File: config.mk
export PLATFORM = sky130hd
export DESIGN_NAME = irq_flag_enable_bank
export DESIGN_NICKNAME = d
export VERILOG_FILES = /design/src/hdl/irq_bank_pkg.sv /design/src/hdl/group_flag_reg.sv /design/src/hdl/irq_flag_enable_bank.sv /design/src/hdl/pin_edge_detect.sv
export SDC_FILE = /design/constraint.sdc
export NUM_CORES = 1
export LEC_CHECK = 0
export ABC_AREA = 0
export CORE_ASPECT_RATIO = 1.1
export CORE_UTILIZATION = 35
export DETAILED_ROUTE_END_ITERATION = 10
export DONT_BUFFER_PORTS = 1
export HOLD_SLACK_MARGIN = 0.06
export PLACE_DENSITY = 0.56
export SYNTH_ARGS = -nofsm -noshare
export SYNTH_HDL_FRONTEND = slang
export SYNTH_SLANG_ARGS = --single-unit
File: constraint.sdc
create_clock -name i_ref_clk -period 2.8 [get_ports i_ref_clk]
set_input_delay 0.56 -clock i_ref_clk [delete_from_list [all_inputs] [get_ports i_ref_clk]]
set_output_delay 0.56 -clock i_ref_clk [all_outputs]
set_load 0.005 [all_outputs]
File: src/hdl/irq_bank_pkg.sv
package irq_bank_pkg;
	// register indices on the plain port
	localparam logic [2:0] ADDR_EDGE   = 3'h0;
	localparam logic [2:0] ADDR_CTRL_A = 3'h1;
	localparam logic [2:0] ADDR_CTRL_B = 3'h2;
	localparam logic [2:0] ADDR_CTRL_C = 3'h3;
	localparam logic [2:0] ADDR_GRP0   = 3'h4;
	localparam logic [2:0] ADDR_GRP1   = 3'h5;
	localparam logic [2:0] ADDR_GRP2   = 3'h6;
	localparam int         ADDR_W      = 3;
	localparam int         DATA_W      = 8;
	localparam logic [7:0] RESET_VAL   = 8'h00;
	// implemented-bit masks
	localparam logic [7:0] MASK_EDGE    = 8'h0f;
	localparam logic [7:0] MASK_A_BIG   = 8'h7f;
	localparam logic [7:0] MASK_A_SMALL = 8'h5b;
	localparam logic [7:0] MASK_B       = 8'hff;
	localparam logic [7:0] MASK_C_BIG   = 8'hff;
	localparam logic [7:0] MASK_C_SMALL = 8'h77;
	localparam logic [7:0] MASK_G0      = 8'h33;
	localparam logic [7:0] MASK_G1_BIG  = 8'hff;
	localparam logic [7:0] MASK_G1_SMALL = 8'h33;
	localparam logic [7:0] MASK_G2      = 8'h33;
	// field positions
	localparam int A_GIE  = 0;
	localparam int A_P0E  = 1;
	localparam int A_CPE  = 2;
	localparam int A_G0E  = 3;
	localparam int A_P0F  = 4;
	localparam int A_CPF  = 5;
	localparam int A_G0F  = 6;
	localparam int B_G1E  = 0;
	localparam int B_G2E  = 1;
	localparam int B_ADE  = 2;
	localparam int B_T0E  = 3;
	localparam int B_G1F  = 4;
	localparam int B_G2F  = 5;
	localparam int B_ADF  = 6;
	localparam int B_T0F  = 7;
	localparam int C_T1E  = 0;
	localparam int C_P1E  = 1;
	localparam int C_SIE  = 2;
	localparam int C_URE  = 3;
	localparam int C_T1F  = 4;
	localparam int C_P1F  = 5;
	localparam int C_SIF  = 6;
	localparam int C_URF  = 7;
	localparam int FLAG_OFS = 4;
	// edge-select field
	localparam int EDGE_P0_LSB = 0;
	localparam int EDGE_P1_LSB = 2;
	localparam logic [1:0] EDGE_OFF  = 2'h0;
	localparam logic [1:0] EDGE_RISE = 2'h1;
	localparam logic [1:0] EDGE_FALL = 2'h2;
	localparam logic [1:0] EDGE_BOTH = 2'h3;
	// vector ids to the sequencer
	localparam int NUM_SRC = 9;
	typedef enum logic [3:0] {
		VEC_NONE = 4'h0,
		VEC_PIN0 = 4'h1,
		VEC_CMP  = 4'h2,
		VEC_GRP0 = 4'h3,
		VEC_TICK0 = 4'h4,
		VEC_CONV = 4'h5,
		VEC_GRP1 = 4'h6,
		VEC_GRP2 = 4'h7,
		VEC_PIN1 = 4'h8,
		VEC_SER  = 4'h9,
		VEC_ASER = 4'ha,
		VEC_TICK1 = 4'hb
	} vec_type;
endpackage

File: src/hdl/group_flag_reg.sv
`timescale 1ns/100ps
module group_flag_reg #(
	parameter logic [7:0] MASK = 8'h33
) (
	// clock and reset
	input  wire logic       i_ref_clk,
	input  wire logic       i_rst_n,
	// software write
	input  wire logic       i_wr,
	input  wire logic [7:0] i_wdata,
	// sub-source events, one per flag bit 7..4
	input  wire logic [3:0] i_set,
	// state
	output logic [7:0]      o_value,
	output logic            o_pending
);
	logic [7:0] value;
	wire  [7:0] set_bits = {i_set, 4'h0} & MASK;
	wire  [7:0] next_value = ((i_wr ? i_wdata : value) | set_bits) & MASK;

	always_ff @(posedge i_ref_clk or negedge i_rst_n) begin
		if (!i_rst_n) begin
			value <= irq_bank_pkg::RESET_VAL;
		end else begin
			value <= next_value;
		end
	end

	assign o_value   = value;
	assign o_pending = |(value[7:4] & value[3:0]);
endmodule

File: src/hdl/irq_flag_enable_bank.sv
// The address map and the address-and-strobe port are this design's own decisions.
`timescale 1ns/100ps
module irq_flag_enable_bank #(
	parameter bit LARGE = 1'b1
) (
	// clock and reset
	input  wire logic       i_ref_clk,
	input  wire logic       i_rst_n,
	// register port
	input  wire logic [2:0] i_addr,
	input  wire logic [7:0] i_wdata,
	input  wire logic       i_wr,
	input  wire logic       i_rd,
	output logic [7:0]      o_rdata,
	// external pins
	input  wire logic       i_ext_pin0,
	input  wire logic       i_ext_pin1,
	// internal events, one-cycle pulses
	input  wire logic       i_cmp_evt,
	input  wire logic       i_tick0_evt,
	input  wire logic       i_tick1_evt,
	input  wire logic       i_conv_evt,
	input  wire logic       i_ser_evt,
	input  wire logic       i_aser_evt,
	input  wire logic       i_t0a_evt,
	input  wire logic       i_t0p_evt,
	input  wire logic       i_t1a_evt,
	input  wire logic       i_t1p_evt,
	input  wire logic       i_t2a_evt,
	input  wire logic       i_t2p_evt,
	input  wire logic       i_eeprom_evt,
	input  wire logic       i_low_supply_evt,
	// sequencer side
	input  wire logic       i_ack,
	output logic            o_irq_req,
	output logic [3:0]      o_irq_vec,
	output logic            o_global_irq_enable
);
	localparam logic [7:0] MASK_A  = LARGE ? irq_bank_pkg::MASK_A_BIG : irq_bank_pkg::MASK_A_SMALL;
	localparam logic [7:0] MASK_C  = LARGE ? irq_bank_pkg::MASK_C_BIG : irq_bank_pkg::MASK_C_SMALL;
	localparam logic [7:0] MASK_G1 = LARGE ? irq_bank_pkg::MASK_G1_BIG :
		irq_bank_pkg::MASK_G1_SMALL;

	logic [7:0] pin_edge_select;
	logic [7:0] primary_irq_ctrl_a;
	logic [7:0] primary_irq_ctrl_b;
	logic [7:0] primary_irq_ctrl_c;
	logic [7:0] shared_group_zero;
	logic [7:0] shared_group_one;
	logic [7:0] shared_group_two;
	logic       grp0_pend;
	logic       grp1_pend;
	logic       grp2_pend;
	logic       pin0_evt;
	logic       pin1_evt;
	logic [7:0] rdata;
	logic       grp0_pend_d;
	logic       grp1_pend_d;
	logic       grp2_pend_d;

	// address decode
	wire wr_edge = i_wr && (i_addr == irq_bank_pkg::ADDR_EDGE);
	wire wr_a    = i_wr && (i_addr == irq_bank_pkg::ADDR_CTRL_A);
	wire wr_b    = i_wr && (i_addr == irq_bank_pkg::ADDR_CTRL_B);
	wire wr_c    = i_wr && (i_addr == irq_bank_pkg::ADDR_CTRL_C);
	wire wr_g0   = i_wr && (i_addr == irq_bank_pkg::ADDR_GRP0);
	wire wr_g1   = i_wr && (i_addr == irq_bank_pkg::ADDR_GRP1);
	wire wr_g2   = i_wr && (i_addr == irq_bank_pkg::ADDR_GRP2);

	// edge select fields
	wire [1:0] pin0_edge_sel = pin_edge_select[irq_bank_pkg::EDGE_P0_LSB +: 2];
	wire [1:0] pin1_edge_sel = pin_edge_select[irq_bank_pkg::EDGE_P1_LSB +: 2];

	// external pin triggers
	pin_edge_detect u_pin0 (
		.i_ref_clk (i_ref_clk),
		.i_rst_n   (i_rst_n),
		.i_pin     (i_ext_pin0),
		.i_mode    (pin0_edge_sel),
		.o_event   (pin0_evt)
	);
	pin_edge_detect u_pin1 (
		.i_ref_clk (i_ref_clk),
		.i_rst_n   (i_rst_n),
		.i_pin     (i_ext_pin1),
		.i_mode    (pin1_edge_sel),
		.o_event   (pin1_evt)
	);

	// shared groups
	group_flag_reg #(.MASK(irq_bank_pkg::MASK_G0)) u_grp0 (
		.i_ref_clk (i_ref_clk),
		.i_rst_n   (i_rst_n),
		.i_wr      (wr_g0),
		.i_wdata   (i_wdata),
		.i_set     ({2'h0, i_t0a_evt, i_t0p_evt}),
		.o_value   (shared_group_zero),
		.o_pending (grp0_pend)
	);
	group_flag_reg #(.MASK(MASK_G1)) u_grp1 (
		.i_ref_clk (i_ref_clk),
		.i_rst_n   (i_rst_n),
		.i_wr      (wr_g1),
		.i_wdata   (i_wdata),
		.i_set     ({i_t2a_evt, i_t2p_evt, i_t1a_evt, i_t1p_evt}),
		.o_value   (shared_group_one),
		.o_pending (grp1_pend)
	);
	group_flag_reg #(.MASK(irq_bank_pkg::MASK_G2)) u_grp2 (
		.i_ref_clk (i_ref_clk),
		.i_rst_n   (i_rst_n),
		.i_wr      (wr_g2),
		.i_wdata   (i_wdata),
		.i_set     ({2'h0, i_eeprom_evt, i_low_supply_evt}),
		.o_value   (shared_group_two),
		.o_pending (grp2_pend)
	);

	// group flag sets when the group goes from no enabled sub-request to one
	wire g0_rise = grp0_pend & ~grp0_pend_d;
	wire g1_rise = grp1_pend & ~grp1_pend_d;
	wire g2_rise = grp2_pend & ~grp2_pend_d;

	// set terms, flags land in the upper nibble
	wire [7:0] set_a = {1'b0, g0_rise, i_cmp_evt, pin0_evt, 4'h0} & MASK_A;
	wire [7:0] set_b = {i_tick0_evt, i_conv_evt, g2_rise, g1_rise, 4'h0};
	wire [7:0] set_c = {i_aser_evt, i_ser_evt, pin1_evt, i_tick1_evt, 4'h0} & MASK_C;

	// per-source active requests, priority control a then b then c, in the order of the vector chain below
	// control a pairs flag n with enable n-3, bit 0 is the global enable
	wire [3:0] act_a = {1'b0, primary_irq_ctrl_a[6:4] & primary_irq_ctrl_a[3:1]};
	wire [3:0] act_b = primary_irq_ctrl_b[7:4] & primary_irq_ctrl_b[3:0];
	wire [3:0] act_c = primary_irq_ctrl_c[7:4] & primary_irq_ctrl_c[3:0];
	wire       gie   = primary_irq_ctrl_a[irq_bank_pkg::A_GIE];
	wire       any   = gie && (|act_a || |act_b || |act_c);

	logic [3:0] vec;
	always_comb begin
		if (!any)
			vec = irq_bank_pkg::VEC_NONE;
		else if (act_a[irq_bank_pkg::A_P0F - irq_bank_pkg::FLAG_OFS])
			vec = irq_bank_pkg::VEC_PIN0;
		else if (act_a[irq_bank_pkg::A_CPF - irq_bank_pkg::FLAG_OFS])
			vec = irq_bank_pkg::VEC_CMP;
		else if (act_a[irq_bank_pkg::A_G0F - irq_bank_pkg::FLAG_OFS])
			vec = irq_bank_pkg::VEC_GRP0;
		else if (act_b[irq_bank_pkg::B_T0F - irq_bank_pkg::FLAG_OFS])
			vec = irq_bank_pkg::VEC_TICK0;
		else if (act_b[irq_bank_pkg::B_ADF - irq_bank_pkg::FLAG_OFS])
			vec = irq_bank_pkg::VEC_CONV;
		else if (act_b[irq_bank_pkg::B_G1F - irq_bank_pkg::FLAG_OFS])
			vec = irq_bank_pkg::VEC_GRP1;
		else if (act_b[irq_bank_pkg::B_G2F - irq_bank_pkg::FLAG_OFS])
			vec = irq_bank_pkg::VEC_GRP2;
		else if (act_c[irq_bank_pkg::C_P1F - irq_bank_pkg::FLAG_OFS])
			vec = irq_bank_pkg::VEC_PIN1;
		else if (act_c[irq_bank_pkg::C_SIF - irq_bank_pkg::FLAG_OFS])
			vec = irq_bank_pkg::VEC_SER;
		else if (act_c[irq_bank_pkg::C_URF - irq_bank_pkg::FLAG_OFS])
			vec = irq_bank_pkg::VEC_ASER;
		else
			vec = irq_bank_pkg::VEC_TICK1;
	end

	// acknowledge clears the served flag and the global enable
	wire        take  = i_ack && any;
	wire [7:0]  clr_a = take ? ({1'b0, vec == irq_bank_pkg::VEC_GRP0, vec == irq_bank_pkg::VEC_CMP,
		vec == irq_bank_pkg::VEC_PIN0, 3'h0, 1'b1}) : 8'h00;
	wire [7:0]  clr_b = take ? ({vec == irq_bank_pkg::VEC_TICK0, vec == irq_bank_pkg::VEC_CONV,
		vec == irq_bank_pkg::VEC_GRP2, vec == irq_bank_pkg::VEC_GRP1, 4'h0}) : 8'h00;
	wire [7:0]  clr_c = take ? ({vec == irq_bank_pkg::VEC_ASER, vec == irq_bank_pkg::VEC_SER,
		vec == irq_bank_pkg::VEC_PIN1, vec == irq_bank_pkg::VEC_TICK1, 4'h0}) : 8'h00;

	// next values: write, then hardware clear, then set wins
	wire [7:0] next_a = (((wr_a ? i_wdata : primary_irq_ctrl_a) & ~clr_a) | set_a)
		& MASK_A;
	wire [7:0] next_b = (((wr_b ? i_wdata : primary_irq_ctrl_b) & ~clr_b) | set_b)
		& irq_bank_pkg::MASK_B;
	wire [7:0] next_c = (((wr_c ? i_wdata : primary_irq_ctrl_c) & ~clr_c) | set_c) & MASK_C;
	wire [7:0] next_edge = (wr_edge ? i_wdata : pin_edge_select) & irq_bank_pkg::MASK_EDGE;

	// read mux
	always_comb begin
		case (i_addr)
			irq_bank_pkg::ADDR_EDGE:   rdata = pin_edge_select;
			irq_bank_pkg::ADDR_CTRL_A: rdata = primary_irq_ctrl_a;
			irq_bank_pkg::ADDR_CTRL_B: rdata = primary_irq_ctrl_b;
			irq_bank_pkg::ADDR_CTRL_C: rdata = primary_irq_ctrl_c;
			irq_bank_pkg::ADDR_GRP0:   rdata = shared_group_zero;
			irq_bank_pkg::ADDR_GRP1:   rdata = shared_group_one;
			irq_bank_pkg::ADDR_GRP2:   rdata = shared_group_two;
			default:                   rdata = irq_bank_pkg::RESET_VAL;
		endcase
	end

	always_ff @(posedge i_ref_clk or negedge i_rst_n) begin
		if (!i_rst_n) begin
			pin_edge_select    <= irq_bank_pkg::RESET_VAL;
			primary_irq_ctrl_a <= irq_bank_pkg::RESET_VAL;
			primary_irq_ctrl_b <= irq_bank_pkg::RESET_VAL;
			primary_irq_ctrl_c <= irq_bank_pkg::RESET_VAL;
			grp0_pend_d        <= 1'b0;
			grp1_pend_d        <= 1'b0;
			grp2_pend_d        <= 1'b0;
			o_rdata            <= irq_bank_pkg::RESET_VAL;
		end else begin
			pin_edge_select    <= next_edge;
			primary_irq_ctrl_a <= next_a;
			primary_irq_ctrl_b <= next_b;
			primary_irq_ctrl_c <= next_c;
			grp0_pend_d        <= grp0_pend;
			grp1_pend_d        <= grp1_pend;
			grp2_pend_d        <= grp2_pend;
			o_rdata            <= i_rd ? rdata : irq_bank_pkg::RESET_VAL;
		end
	end

	assign o_irq_req           = any;
	assign o_irq_vec           = vec;
	assign o_global_irq_enable = gie;
endmodule

File: src/hdl/pin_edge_detect.sv
`timescale 1ns/100ps
module pin_edge_detect (
	// clock and reset
	input  wire logic       i_ref_clk,
	input  wire logic       i_rst_n,
	// pin and mode
	input  wire logic       i_pin,
	input  wire logic [1:0] i_mode,
	// event
	output logic            o_event
);
	logic prev;
	wire  rise = i_pin & ~prev;
	wire  fall = ~i_pin & prev;

	always_ff @(posedge i_ref_clk or negedge i_rst_n) begin
		if (!i_rst_n) begin
			prev <= 1'b0;
		end else begin
			prev <= i_pin;
		end
	end

	// trigger decode
	always_comb begin
		case (i_mode)
			irq_bank_pkg::EDGE_OFF:  o_event = 1'b0;
			irq_bank_pkg::EDGE_RISE: o_event = rise;
			irq_bank_pkg::EDGE_FALL: o_event = fall;
			irq_bank_pkg::EDGE_BOTH: o_event = rise | fall;
			default:                 o_event = 1'b0;
		endcase
	end
endmodule

---- Word level (Yosys, flattened, before mapping) ----
Index checks and enable logic that the tools add are counted.
operators by class
  eq/ne operators ......................... 23
  multiplexer cells ....................... 24
  bitwise gates (word level) .............. 34
  reduce and logical (&&, ||, !) cells .... 20
operators by type and width
  kind                                           number
  case mux 8 bit (7 select lines)                1
  two-way mux 8 bit                              6
  two-way mux 4 bit                              8
  OR 8 bit                                       3
  OR reduction 4 bit                             5
  AND 8 bit                                      2
  == test 4 x 3 -> 1 bit, second input constant  4
  == test 4 bit, second input constant           4
  inverter 8 bit                                 2
  two-way mux 7 bit                              2
  AND 4 bit                                      3
  two-way mux 6 bit                              2
  OR 6 bit                                       2
  == test 3 bit, second input constant           3
  logical AND 1 bit                              9
  == test 2 bit, second input constant           4
  == test 4 x 2 -> 1 bit, second input constant  2
  case mux 1 bit (4 select lines)                2
  AND 1 bit                                      7
  AND 7 bit                                      1
  inverter 1 bit                                 7
  inverter 7 bit                                 1
  OR 7 bit                                       1
  == test 3 x 2 -> 1 bit, second input constant  2
  12 further kinds                               18
storage, ports and cells
  flip-flop bits (word level) ............. 56
  bits of input ports ..................... 32
  output and inout bits ................... 14
  logic and storage cells ................. 114

---- Logic depth before layout (Yosys ltp) ----
Gate-level depths: netlist of run 1.
  depth after elaboration ................. 17
  gate-level depth with buffers ........... 7
  mapped depth without buffers ............ 6

---- Hierarchy ----
A second synthesis of run 1 with hierarchy kept.
unflattened totals
  cell total of the unflattened synthesis .. 280
  area total of the unflattened synthesis .. 3040.4 um^2
modules (own cells, without submodules)
  module                       times used  cells an instance  area an instance (um^2)  sequential area each (um^2)
  irq_flag_enable_bank         1           204                2147.1                   950.9
  group_flag_reg (u_grp0 ...)  2           16                 195.2                    100.1
  group_flag_reg (u_grp1)      1           24                 335.3                    200.2
  pin_edge_detect              2           10                 83.8                     25.0

---- Worst setup path before layout of run 1 ----
Ideal clock, no wire load.
  path kind ............................... flip-flop to output port
  start ................................... register primary_irq_ctrl_c[1]
  end ..................................... output port o_irq_vec[0]
  arrival time ............................ 1465 ps
  data required time ...................... 2240 ps
  slack ................................... 775 ps
  cell stages (with the launch flop) ...... 6
  path buffers ............................ 0
  cell sequence ........................... dfrtp_1 -> a22o_1 -> a221o_1 -> or4_4 -> nand2_2 -> nor2_1
on the way
  cells in the longest elaborated chain, start to end .. 10
  elaborated cells between the ends (all ways) .. 13
  those cells by class .................... mux: 9; bitwise: 1; reduce/logical: 3
RTL lines
  element                   line                         RTL
  start: declaration        irq_flag_enable_bank.sv:47   logic [7:0] primary_irq_ctrl_c;
  start signal: assignment  irq_flag_enable_bank.sv:201  primary_irq_ctrl_c <= irq_bank_pkg::RESET_VAL;
  start signal: assignment  irq_flag_enable_bank.sv:210  primary_irq_ctrl_c <= next_c;
  AND 4 bit *               irq_flag_enable_bank.sv:133  wire [3:0] act_c = primary_irq_ctrl_c[7:4] & primary_irq_ctrl_c[3:0];
  two-way mux 2 bit         irq_flag_enable_bank.sv:155  else if (act_c[irq_bank_pkg::C_P1F - irq_bank_pkg::FLAG_OFS])
  two-way mux 4 bit         irq_flag_enable_bank.sv:153  else if (act_b[irq_bank_pkg::B_G2F - irq_bank_pkg::FLAG_OFS])
  two-way mux 4 bit         irq_flag_enable_bank.sv:151  else if (act_b[irq_bank_pkg::B_G1F - irq_bank_pkg::FLAG_OFS])
  two-way mux 4 bit         irq_flag_enable_bank.sv:149  else if (act_b[irq_bank_pkg::B_ADF - irq_bank_pkg::FLAG_OFS])
  two-way mux 4 bit         irq_flag_enable_bank.sv:147  else if (act_b[irq_bank_pkg::B_T0F - irq_bank_pkg::FLAG_OFS])
  two-way mux 4 bit         irq_flag_enable_bank.sv:145  else if (act_a[irq_bank_pkg::A_G0F - irq_bank_pkg::FLAG_OFS])
  two-way mux 4 bit         irq_flag_enable_bank.sv:143  else if (act_a[irq_bank_pkg::A_CPF - irq_bank_pkg::FLAG_OFS])
  two-way mux 4 bit         irq_flag_enable_bank.sv:141  else if (act_a[irq_bank_pkg::A_P0F - irq_bank_pkg::FLAG_OFS])
  two-way mux 4 bit *       irq_flag_enable_bank.sv:139  if (!any)
  end: declaration          irq_flag_enable_bank.sv:36   output logic [3:0] o_irq_vec,
Mark *: on every way between the ends. The rest lies on a longest branch, timed or not.

---- Worst setup path in the final report of run 1 ----
  start ................................... register primary_irq_ctrl_c[1]
  end ..................................... output port o_irq_vec[1]
Same word-level chain as after synthesis.

==> results.py, run 1 <==
metrics = {
    "setup_path": {
        "critPathArrivalTime_ns": 1.95,
        "reg2reg_slack_ns": 1.05,
        "critPathBufInv": 0,
        "cp_max_fo": 4,
        "cp_data_required_time_ns": 2.24,
        "end_kind": "output port",
        "worst_path_largest_cell_delay_ns": 0.44,
        "cp_top_family": "simple AND/OR/NAND/NOR gates",
        "critPathLaunchType": "register",
        "path_cells": "a22o_1, a221o_1, or4_4, nand2_2, nor2_1",
        "critical_path_class": "register to output port",
        "crit_slowest_cell": "or4_4",
    },
    "sta": {
        "final.setup.tns_ns": 0,
        "worst_slack_ns": 0.288,
        "setup_viol": 0,
        "post-route-period-util": 0.897,
        "slew-limit-headroom": 0.417,
        "post-route-min-period_ns": 2.51,
        "rsz0062_at_grt": "no",
        "finClkSkew_ns": 0.00982,
        "worst_pin_slew_ns": 0.868,
        "slew_violations": 0,
        "hold_viol_final": 0,
        "max_freq_mhz": 398,
    },
    "yosys": {
        "synth_area_leader_cell": "dfrtp_1",
        "synth_top_area_frac": 0.475,
        "synth_flop_cell": "dfrtp_1",
        "ys_warn_count": 0,
        "synth_adder_area_share": 0.0170,
        "synth-edff-count": 0,
        "synthesis.nets": 317,
        "ys_ff_latch": 56,
        "yosys-top-cells-area": "dfrtp_1 47%, mux2_2 9.5%, nor2_1 3.2%, mux2i_1 3.1%, nand2_1 2.9%",
        "synthMuxAreaShare": 0.141,
        "synth-xor-area-share": 0,
        "synthSimpleGateAreaFrac": 0.160,
        "synth-compound-area-share": 0.176,
        "ys_types": 48,
        "synth-seq-area-share": 0.475,
        "async_flop_share": 1.00,
        "avgSynthCellArea_sq_um": 10.5,
        "synth_top_family_by_area": "compound AO/OA/AOI/OAI gates",
        "synth_cells": 281,
        "synth_area_sq_um": 2950,
    },
    "cells_and_area": {
        "drive_gt1_frac": 0.170,
        "final_cell_mix": "56 x dfrtp_1, 25 x nor2_1, 25 x mux2_2",
        "utilization": 0.399,
        "fillers": 793,
        "fin_cells": 391,
        "area_growth_pct": 8.61,
        "nets": 318,
        "layout_commonest_cell": "dfrtp_1",
        "num_antenna_cells": 0,
    },
    "power": {
        "comb_power_share": 0.211,
        "seq_power_share": 0.514,
        "peakVddDrop_v": 0.000211,
        "p_leak_nw": 1.33,
        "p_clk_frac": 0.275,
        "total_power_mw": 2.07,
        "power_density_nw_per_um2": 645,
        "internal-power_mw": 1.45,
        "switching_share": 0.301,
        "p_sw_mw": 0.621,
    },
    "clock_network": {
        "post_cts_buffers": 0,
        "cts_buffers": 5,
        "clk_pin_slew_ns": 0.11,
        "cts_resized": 0,
        "clockBufferDepth": 2,
        "holdBufCountCts": 1,
        "clk_root_buffer_cell": "clkbuf_8",
        "cts_tree": "built",
        "cts.sinks": 56,
        "htree_levels": 2,
        "clkLatencyLatePin_ns": 0.32,
    },
    "run": {
        "cap_violations": 0,
    },
    "global_route": {
        "overflow": 0,
        "track_usage": 0.188,
        "grt_pass1_wl_mm": 12.3,
        "antenna_found_initial": 0,
        "grt_max_degree": 57,
        "grt_pass1_vias": 2235,
    },
    "drt": {
        "ant_nets": 0,
        "viasPerCell": 5.57,
        "drt_iter0_drc": 133,
        "vias": 2179,
        "detail_route.first_pass.iterations": 4,
        "routedWlPerCell_um": 19.3,
        "wirelength_mm": 7.56,
        "drc_errors": 0,
    },
    "placement": {
        "dp_slack_ns": 0.652,
        "dpl.hpwl_mm": 5.64,
        "portBuffers": 0,
        "gp_congestion": 0.924,
        "placedCellCount": 382,
    },
    "floorplan": {
        "start_util": 0.367,
        "dieArea_sq_um": 8800,
        "die_w_um": 89.5,
        "rows": 34,
        "dieHeight_um": 98.3,
        "coreArea_sq_um": 8040,
        "ioPinCount": 46,
    },
    "run_status": {
        "outcome": "finished, final reports clean",
    },
    "worst_hold_path": {
        "min_path_type": "primary input to async pin",
    },
}
-- sequential cells by signal (all words and copies together), names as in the netlist, 4 cells and up --
| signal | cells |
|---|---|
| u_grp1.o_value | 8 |
| o_rdata | 8 |
| primary_irq_ctrl_c | 8 |
| u_grp0.o_value | 4 |
| primary_irq_ctrl_a | 7 |
| pin_edge_select | 4 |
| primary_irq_ctrl_b | 8 |
| u_grp2.o_value | 4 |
-- cell families after synthesis --
| kind of cell | after synthesis |
|---|---|
| buffers and inverters | 20 |
| adder cells (fa/ha/maj) | 4 |
| multiplexers | 36 |
| AND/OR/NAND/NOR | 92 |
| flip-flops | 56 |
| AO/OA/AOI/OAI | 73 |
-- synthesized netlist by cell type, types with 5 or more instances --
cell and count:
a21oi_1 17, a22o_1 6, mux2_2 25, mux2i_1 9, nand2_1 23, nor2b_1 10
a22oi_1 8, a211o_1 8, inv_1 10, nand3_1 5, dfrtp_1 56, nand2b_1 8
o21ai_0 6, nor2_1 25
-- cell type report --
type                       count  area [sq um]  area share
multi-input combinational    205          1460       0.455
sequential                    56          1400       0.437
tap                          108           135      0.0422
clock buffer                   6          82.6      0.0258
timing repair buffer           4          50.0      0.0156
clock inverter                 2          38.8      0.0121
inverter                      10          37.5      0.0117
-- power groups by stage --
stage,registers (mW),clock network (mW),logic [mW]
floorplan,1.03,0,0.342
global placement,1.07,0,0.417
detailed placement,1.08,0,0.415
CTS,1.06,0.586,0.440
global route,1.08,0.622,0.490
finish,1.06,0.568,0.437
-- per-stage QoR --
step / instance area (sq um) / hold WS, ns
floorplan: 2950 / 0.264
global placement: 3060 / 0.267
detailed placement: 3060 / 0.266
CTS: 3200 / 0.0998
global route: 3200 / 0.103
finish: 3200 / 0.0794
-- path summary, 6_finish.rpt --
| kind | endpoint | depth (start not counted) | from |
|---|---|---|---|
| worst min register to register | u_grp1.o_value[4]$_DFF_PN0_ | 1 | u_grp1.o_value[4]$_DFF_PN0_ |
| worst max-delay path | o_irq_vec[1] | 5 | primary_irq_ctrl_c[1]$_DFFE_PN0P_ |
| min in group i_ref_clk | u_pin0.prev$_DFF_PN0_ | 0 | i_ext_pin0 |
| worst min-delay path | primary_irq_ctrl_a[5]$_DFF_PN0_ | 1 | i_rst_n |
| max in group asynchronous | primary_irq_ctrl_b[4]$_DFF_PN0_ | 1 | i_rst_n |
| worst max register to register | primary_irq_ctrl_c[7]$_DFF_PN0_ | 5 | primary_irq_ctrl_a[3]$_DFFE_PN0P_ |
-- routing by layer --
| layer | wire length, um | up-vias | GRT usage |
|---|---|---|---|
| met3 | 588 | 12 | 0.0473 |
| li1 | - | 1021 | - |
| met2 | 3640 | 75 | 0.293 |
| met5 | 0 | - | 0 |
| met4 | 184 | 0 | 0.0696 |
| met1 | 3150 | 1071 | 0.251 |
Note: power is estimated with default switching activity, not from simulation.
==> inputs of run 2 (changes only) <==
Settings changed: CORE_UTILIZATION 35 to 30, PLACE_DENSITY 0.56 to 0.51.
==> results.py, run 2 (same netlist as run 1, synthesis figures left out) <==
metrics = {
    "run_status": {
        "outcome": "finished, final reports clean",
    },
    "setup_path": {
        "cp_data_required_time_ns": 2.24,
        "critical_path_class": "register to output port",
        "critPathLaunchType": "register",
        "cp_max_fo": 4,
        "critPathArrivalTime_ns": 1.97,
        "end_kind": "output port",
    },
    "sta": {
        "final.setup.tns_ns": 0,
        "rsz0062_at_grt": "no",
        "slew_violations": 0,
        "finClkSkew_ns": 0.00909,
        "hold_viol_final": 0,
        "worst_pin_slew_ns": 0.569,
        "post-route-period-util": 0.902,
        "max_freq_mhz": 396,
        "setup_viol": 0,
        "slew-limit-headroom": 0.620,
        "worst_slack_ns": 0.274,
        "post-route-min-period_ns": 2.53,
        "fin_hold_ws_ns": 0.0935,
    },
    "drt": {
        "drt_iter0_drc": 169,
        "wirelength_mm": 8.10,
        "vias": 2175,
        "drc_errors": 0,
        "detail_route.first_pass.iterations": 4,
        "routedWlPerCell_um": 20.2,
        "viasPerCell": 5.42,
        "ant_nets": 0,
    },
    "cells_and_area": {
        "layout_commonest_cell": "dfrtp_1",
        "num_antenna_cells": 0,
        "final_cell_mix": "56 x dfrtp_1, 25 x nor2_1, 25 x mux2_2",
        "fin_cells": 401,
        "fin_area_sq_um": 3210,
        "fillers": 1003,
        "area_growth_pct": 8.91,
        "utilization": 0.340,
        "nets": 319,
        "drive_gt1_frac": 0.169,
    },
    "global_route": {
        "grt_pass1_vias": 2313,
        "grt_max_degree": 57,
        "overflow": 0,
        "antenna_found_initial": 0,
        "grt_pass1_wl_mm": 13.1,
        "track_usage": 0.173,
    },
    "placement": {
        "portBuffers": 0,
        "dpl.hpwl_mm": 6.00,
        "placedCellCount": 392,
        "dp_slack_ns": 0.651,
        "gp_congestion": 0.876,
        "place_area_sq_um": 3070,
    },
    "floorplan": {
        "rows": 37,
        "dieHeight_um": 106,
        "start_util": 0.312,
        "dieArea_sq_um": 10200,
        "ioPinCount": 46,
        "die_w_um": 96.6,
        "coreArea_sq_um": 9440,
    },
    "power": {
        "total_power_mw": 2.06,
        "power_density_nw_per_um2": 641,
        "p_leak_nw": 1.33,
        "peakVddDrop_v": 0.000201,
    },
    "worst_hold_path": {
        "min_path_type": "primary input to async pin",
    },
    "clock_network": {
        "clockBufferDepth": 2,
        "clkLatencyLatePin_ns": 0.32,
        "clk_pin_slew_ns": 0.11,
        "cts_tree": "built",
        "cts_buffers": 5,
        "cts.sinks": 56,
        "cts_resized": 0,
        "post_cts_buffers": 0,
        "htree_levels": 2,
        "clk_root_buffer_cell": "clkbuf_8",
    },
    "run": {
        "cap_violations": 0,
    },
}
[run 2: changes by cell type in the layout (fill, tap and decap cells not counted)]
| cell | delta |
|---|---|
| buf_4 | +1 |
| clkbuf_1 | +1 |
| clkbuf_8 | -1 |
| clkinv_4 | -1 |
| inv_6 | +1 |
[run 2: timing repair]
action / CTS / global route
setup endpoints to repair: 0 / 0
hold buffers: 1 / 0
hold endpoints to repair: 56 / 0
[run 2: area by class of cell]
cell class                 instances  area, sq um  area share
multi-input combinational        205         1460       0.454
clock buffer                       6         72.6      0.0226
clock inverter                     2         38.8      0.0121
tap                              117          146      0.0456
sequential                        56         1400       0.436
inverter                          10         37.5      0.0117
timing repair buffer               5         57.6      0.0179
[run 2: final timing paths]
check                      slack [ns]                         startpoint                                end  cells after the start
max in group asynchronous        2.47                            i_rst_n  primary_irq_ctrl_c[0]$_DFFE_PN0P_                      1
min in group i_ref_clk           0.26                         i_ext_pin0              u_pin0.prev$_DFF_PN0_                      0
max                              0.27  primary_irq_ctrl_c[1]$_DFFE_PN0P_                       o_irq_vec[0]                      5
max reg2reg                      1.01  primary_irq_ctrl_a[3]$_DFFE_PN0P_    primary_irq_ctrl_c[4]$_DFF_PN0_                      5
min reg2reg                      0.53        u_grp1.o_value[4]$_DFF_PN0_        u_grp1.o_value[4]$_DFF_PN0_                      1
min                              0.09                            i_rst_n  primary_irq_ctrl_c[1]$_DFFE_PN0P_                      1
[run 2: critical path, stage by stage, from the launching register on]
cell and delay, ns:
dfrtp_1 0.42, a22o_1 0.29, a221o_1 0.33, or4_4 0.44
nand2_2 0.10, nor2_1 0.06
[run 2: metal layers]
layer / share of wire / up-vias / GRT usage / wire, um
li1: - / 1027 / - / -
met4: 0.013 / 0 / 0.0483 / 107
met1: 0.42 / 1082 / 0.225 / 3410
met3: 0.061 / 9 / 0.0386 / 491
met2: 0.50 / 57 / 0.285 / 4090
met5: 0 / - / 0 / 0
[run 2: power breakdown]
part           leakage, nW  switching [mW]  internal, mW
sequential           0.626           0.139         0.928
combinational        0.644           0.214         0.224
clock               0.0558           0.282         0.271
==> inputs of run 3 (changes only) <==
Settings changed: CELL_PAD_IN_SITES_DETAIL_PLACEMENT from default to 1, CELL_PAD_IN_SITES_GLOBAL_PLACEMENT from default to 1, CORE_UTILIZATION 30 to 53, PLACE_DENSITY 0.51 to 0.9, SYNTH_HIERARCHICAL from default to 1.
==> results.py, run 3 <==
metrics = {
    "run_status": {
        "outcome": "finished, final reports clean",
    },
    "sta": {
        "post-route-period-util": 0.890,
        "hold_viol_final": 0,
        "slew_violations": 0,
        "worst_pin_slew_ns": 0.904,
        "rsz0062_at_grt": "no",
        "max_freq_mhz": 401,
        "worst_slack_ns": 0.307,
        "slew-limit-headroom": 0.395,
        "finClkSkew_ns": 0.00956,
        "post-route-min-period_ns": 2.49,
        "final.setup.tns_ns": 0,
        "setup_viol": 0,
    },
    "drt": {
        "drt_iter0_drc": 214,
        "drc_errors": 0,
        "detail_route.first_pass.iterations": 4,
        "vias": 2270,
        "wirelength_mm": 8.17,
        "routedWlPerCell_um": 23.1,
        "viasPerCell": 6.41,
        "ant_nets": 0,
    },
    "floorplan": {
        "rows": 28,
        "dieArea_sq_um": 6040,
        "dieHeight_um": 81.4,
        "coreArea_sq_um": 5470,
        "ioPinCount": 46,
        "start_util": 0.556,
        "die_w_um": 74.2,
    },
    "setup_path": {
        "r2r-end": "primary_irq_ctrl_c[7]$_DFF_PN0_",
        "cp_max_fo": 5,
        "critical_path_class": "register to output port",
        "cp_top_family": "compound AO/OA/AOI/OAI gates",
        "crit_slowest_cell": "a222oi_1",
        "critPathArrivalTime_ns": 1.93,
        "reg2reg_from": "primary_irq_ctrl_a[5]$_DFF_PN0_",
        "worst_path_largest_cell_delay_ns": 0.50,
        "critPathLaunchType": "register",
        "cp_data_required_time_ns": 2.24,
        "end_kind": "output port",
        "reg2reg_slack_ns": 0.64,
        "path_cells": "a222oi_1, nand3_1, o21ai_1, inv_1",
        "critPathBufInv": 1,
        "r2r_cells": 6,
    },
    "worst_hold_path": {
        "min_path_type": "primary input to async pin",
    },
    "global_route": {
        "grt_pass1_wl_mm": 12.7,
        "overflow": 0,
        "antenna_found_initial": 0,
        "grt_pass1_vias": 2347,
        "grt_max_degree": 57,
        "track_usage": 0.294,
    },
    "placement": {
        "place_area_sq_um": 3060,
        "gp_congestion": 0.903,
        "dpl.hpwl_mm": 5.72,
        "placedCellCount": 345,
        "dp_slack_ns": 0.692,
        "portBuffers": 0,
    },
    "power": {
        "peakVddDrop_v": 0.000307,
        "power_density_nw_per_um2": 655,
        "p_leak_nw": 1.33,
    },
    "clock_network": {
        "cts_tree": "built",
        "cts_buffers": 5,
        "clockBufferDepth": 2,
        "htree_levels": 2,
        "clk_root_buffer_cell": "clkbuf_8",
        "cts.sinks": 56,
        "clk_pin_slew_ns": 0.10,
        "clkLatencyLatePin_ns": 0.32,
    },
    "cells_and_area": {
        "fillers": 629,
        "drive_gt1_frac": 0.151,
        "num_antenna_cells": 0,
        "fin_cells": 354,
        "final_cell_mix": "56 x dfrtp_1, 26 x mux2_2, 25 x nor2_1",
        "area_growth_pct": 5.19,
        "fin_area_sq_um": 3190,
        "layout_commonest_cell": "dfrtp_1",
        "nets": 314,
    },
    "yosys": {
        "synth_cells": 279,
        "synth_area_sq_um": 3040,
        "ys_warn_count": 6,
        "avgSynthCellArea_sq_um": 10.9,
    },
    "run": {
        "cap_violations": 0,
    },
}
[run 3: how the worst max path moves through the flow]
stage,from,end,slack (ns),depth (start not counted)
finish,primary_irq_ctrl_a[5]$_DFF_PN0_,o_irq_req,0.31,4
global route,primary_irq_ctrl_a[5]$_DFF_PN0_,o_irq_req,0.21,4
floorplan,i_addr[0],u_grp1/o_value[0]$_DFFE_PN0P_,0.49,6
CTS,primary_irq_ctrl_a[5]$_DFF_PN0_,o_irq_req,0.33,4
global placement,primary_irq_ctrl_a[3]$_DFFE_PN0P_,primary_irq_ctrl_c[7]$_DFF_PN0_,0.83,6
detailed placement,primary_irq_ctrl_a[5]$_DFF_PN0_,o_irq_req,0.69,4
[run 3: final cells by class]
cell class              instances  area (sq um)  area share
multi-input cells             205          1530       0.478
inverters                       8          30.0     0.00940
repair buffers                  2          35.0      0.0110
clock inverters                 2          35.0      0.0110
clock buffers                   6          72.6      0.0227
well taps                      75          93.8      0.0294
flip-flops and latches         56          1400       0.439
[run 3: per-layer routing]
layer | up-vias | wire length [um] | track usage
li1 | 1005 | - | -
met1 | 1161 | 3500 | 0.391
met2 | 90 | 3990 | 0.477
met3 | 14 | 510 | 0.0533
met4 | 0 | 174 | 0.110
met5 | - | 0 | 0
[run 3: worst register-to-register path, cell delays in order (launching register included)]
cell and delay, ns:
dfrtp_1 0.44, a222oi_1 0.50, nand3_1 0.23, or3b_1 0.46, nor2_2 0.13, a21oi_1 0.08
or2_1 0.22
[run 3: power by group]
group | internal, mW | leakage, nW | switching (mW)
Clock | 0.266 | 0.0552 | 0.270
Sequential | 0.934 | 0.623 | 0.148
Combinational | 0.222 | 0.653 | 0.251
Total | 1.42 | 1.33 | 0.669
[run 3: metrics by stage]
step           power [mW]  hold WS, ns   util
2_1_floorplan        1.41        0.264      -
3_3_place_gp         1.50        0.266  0.560
3_5_place_dp         1.53        0.266  0.560
4_1_cts              2.08        0.110  0.584
5_1_grt              2.18        0.112  0.584
6_report             2.09       0.0904  0.584
[run 3: timing repair]
action                                 CTS  global route
buffers inserted                         0             0
endpoints found under the hold margin   56             0
gates resized for setup                  0             0
hold buffers                             1             0
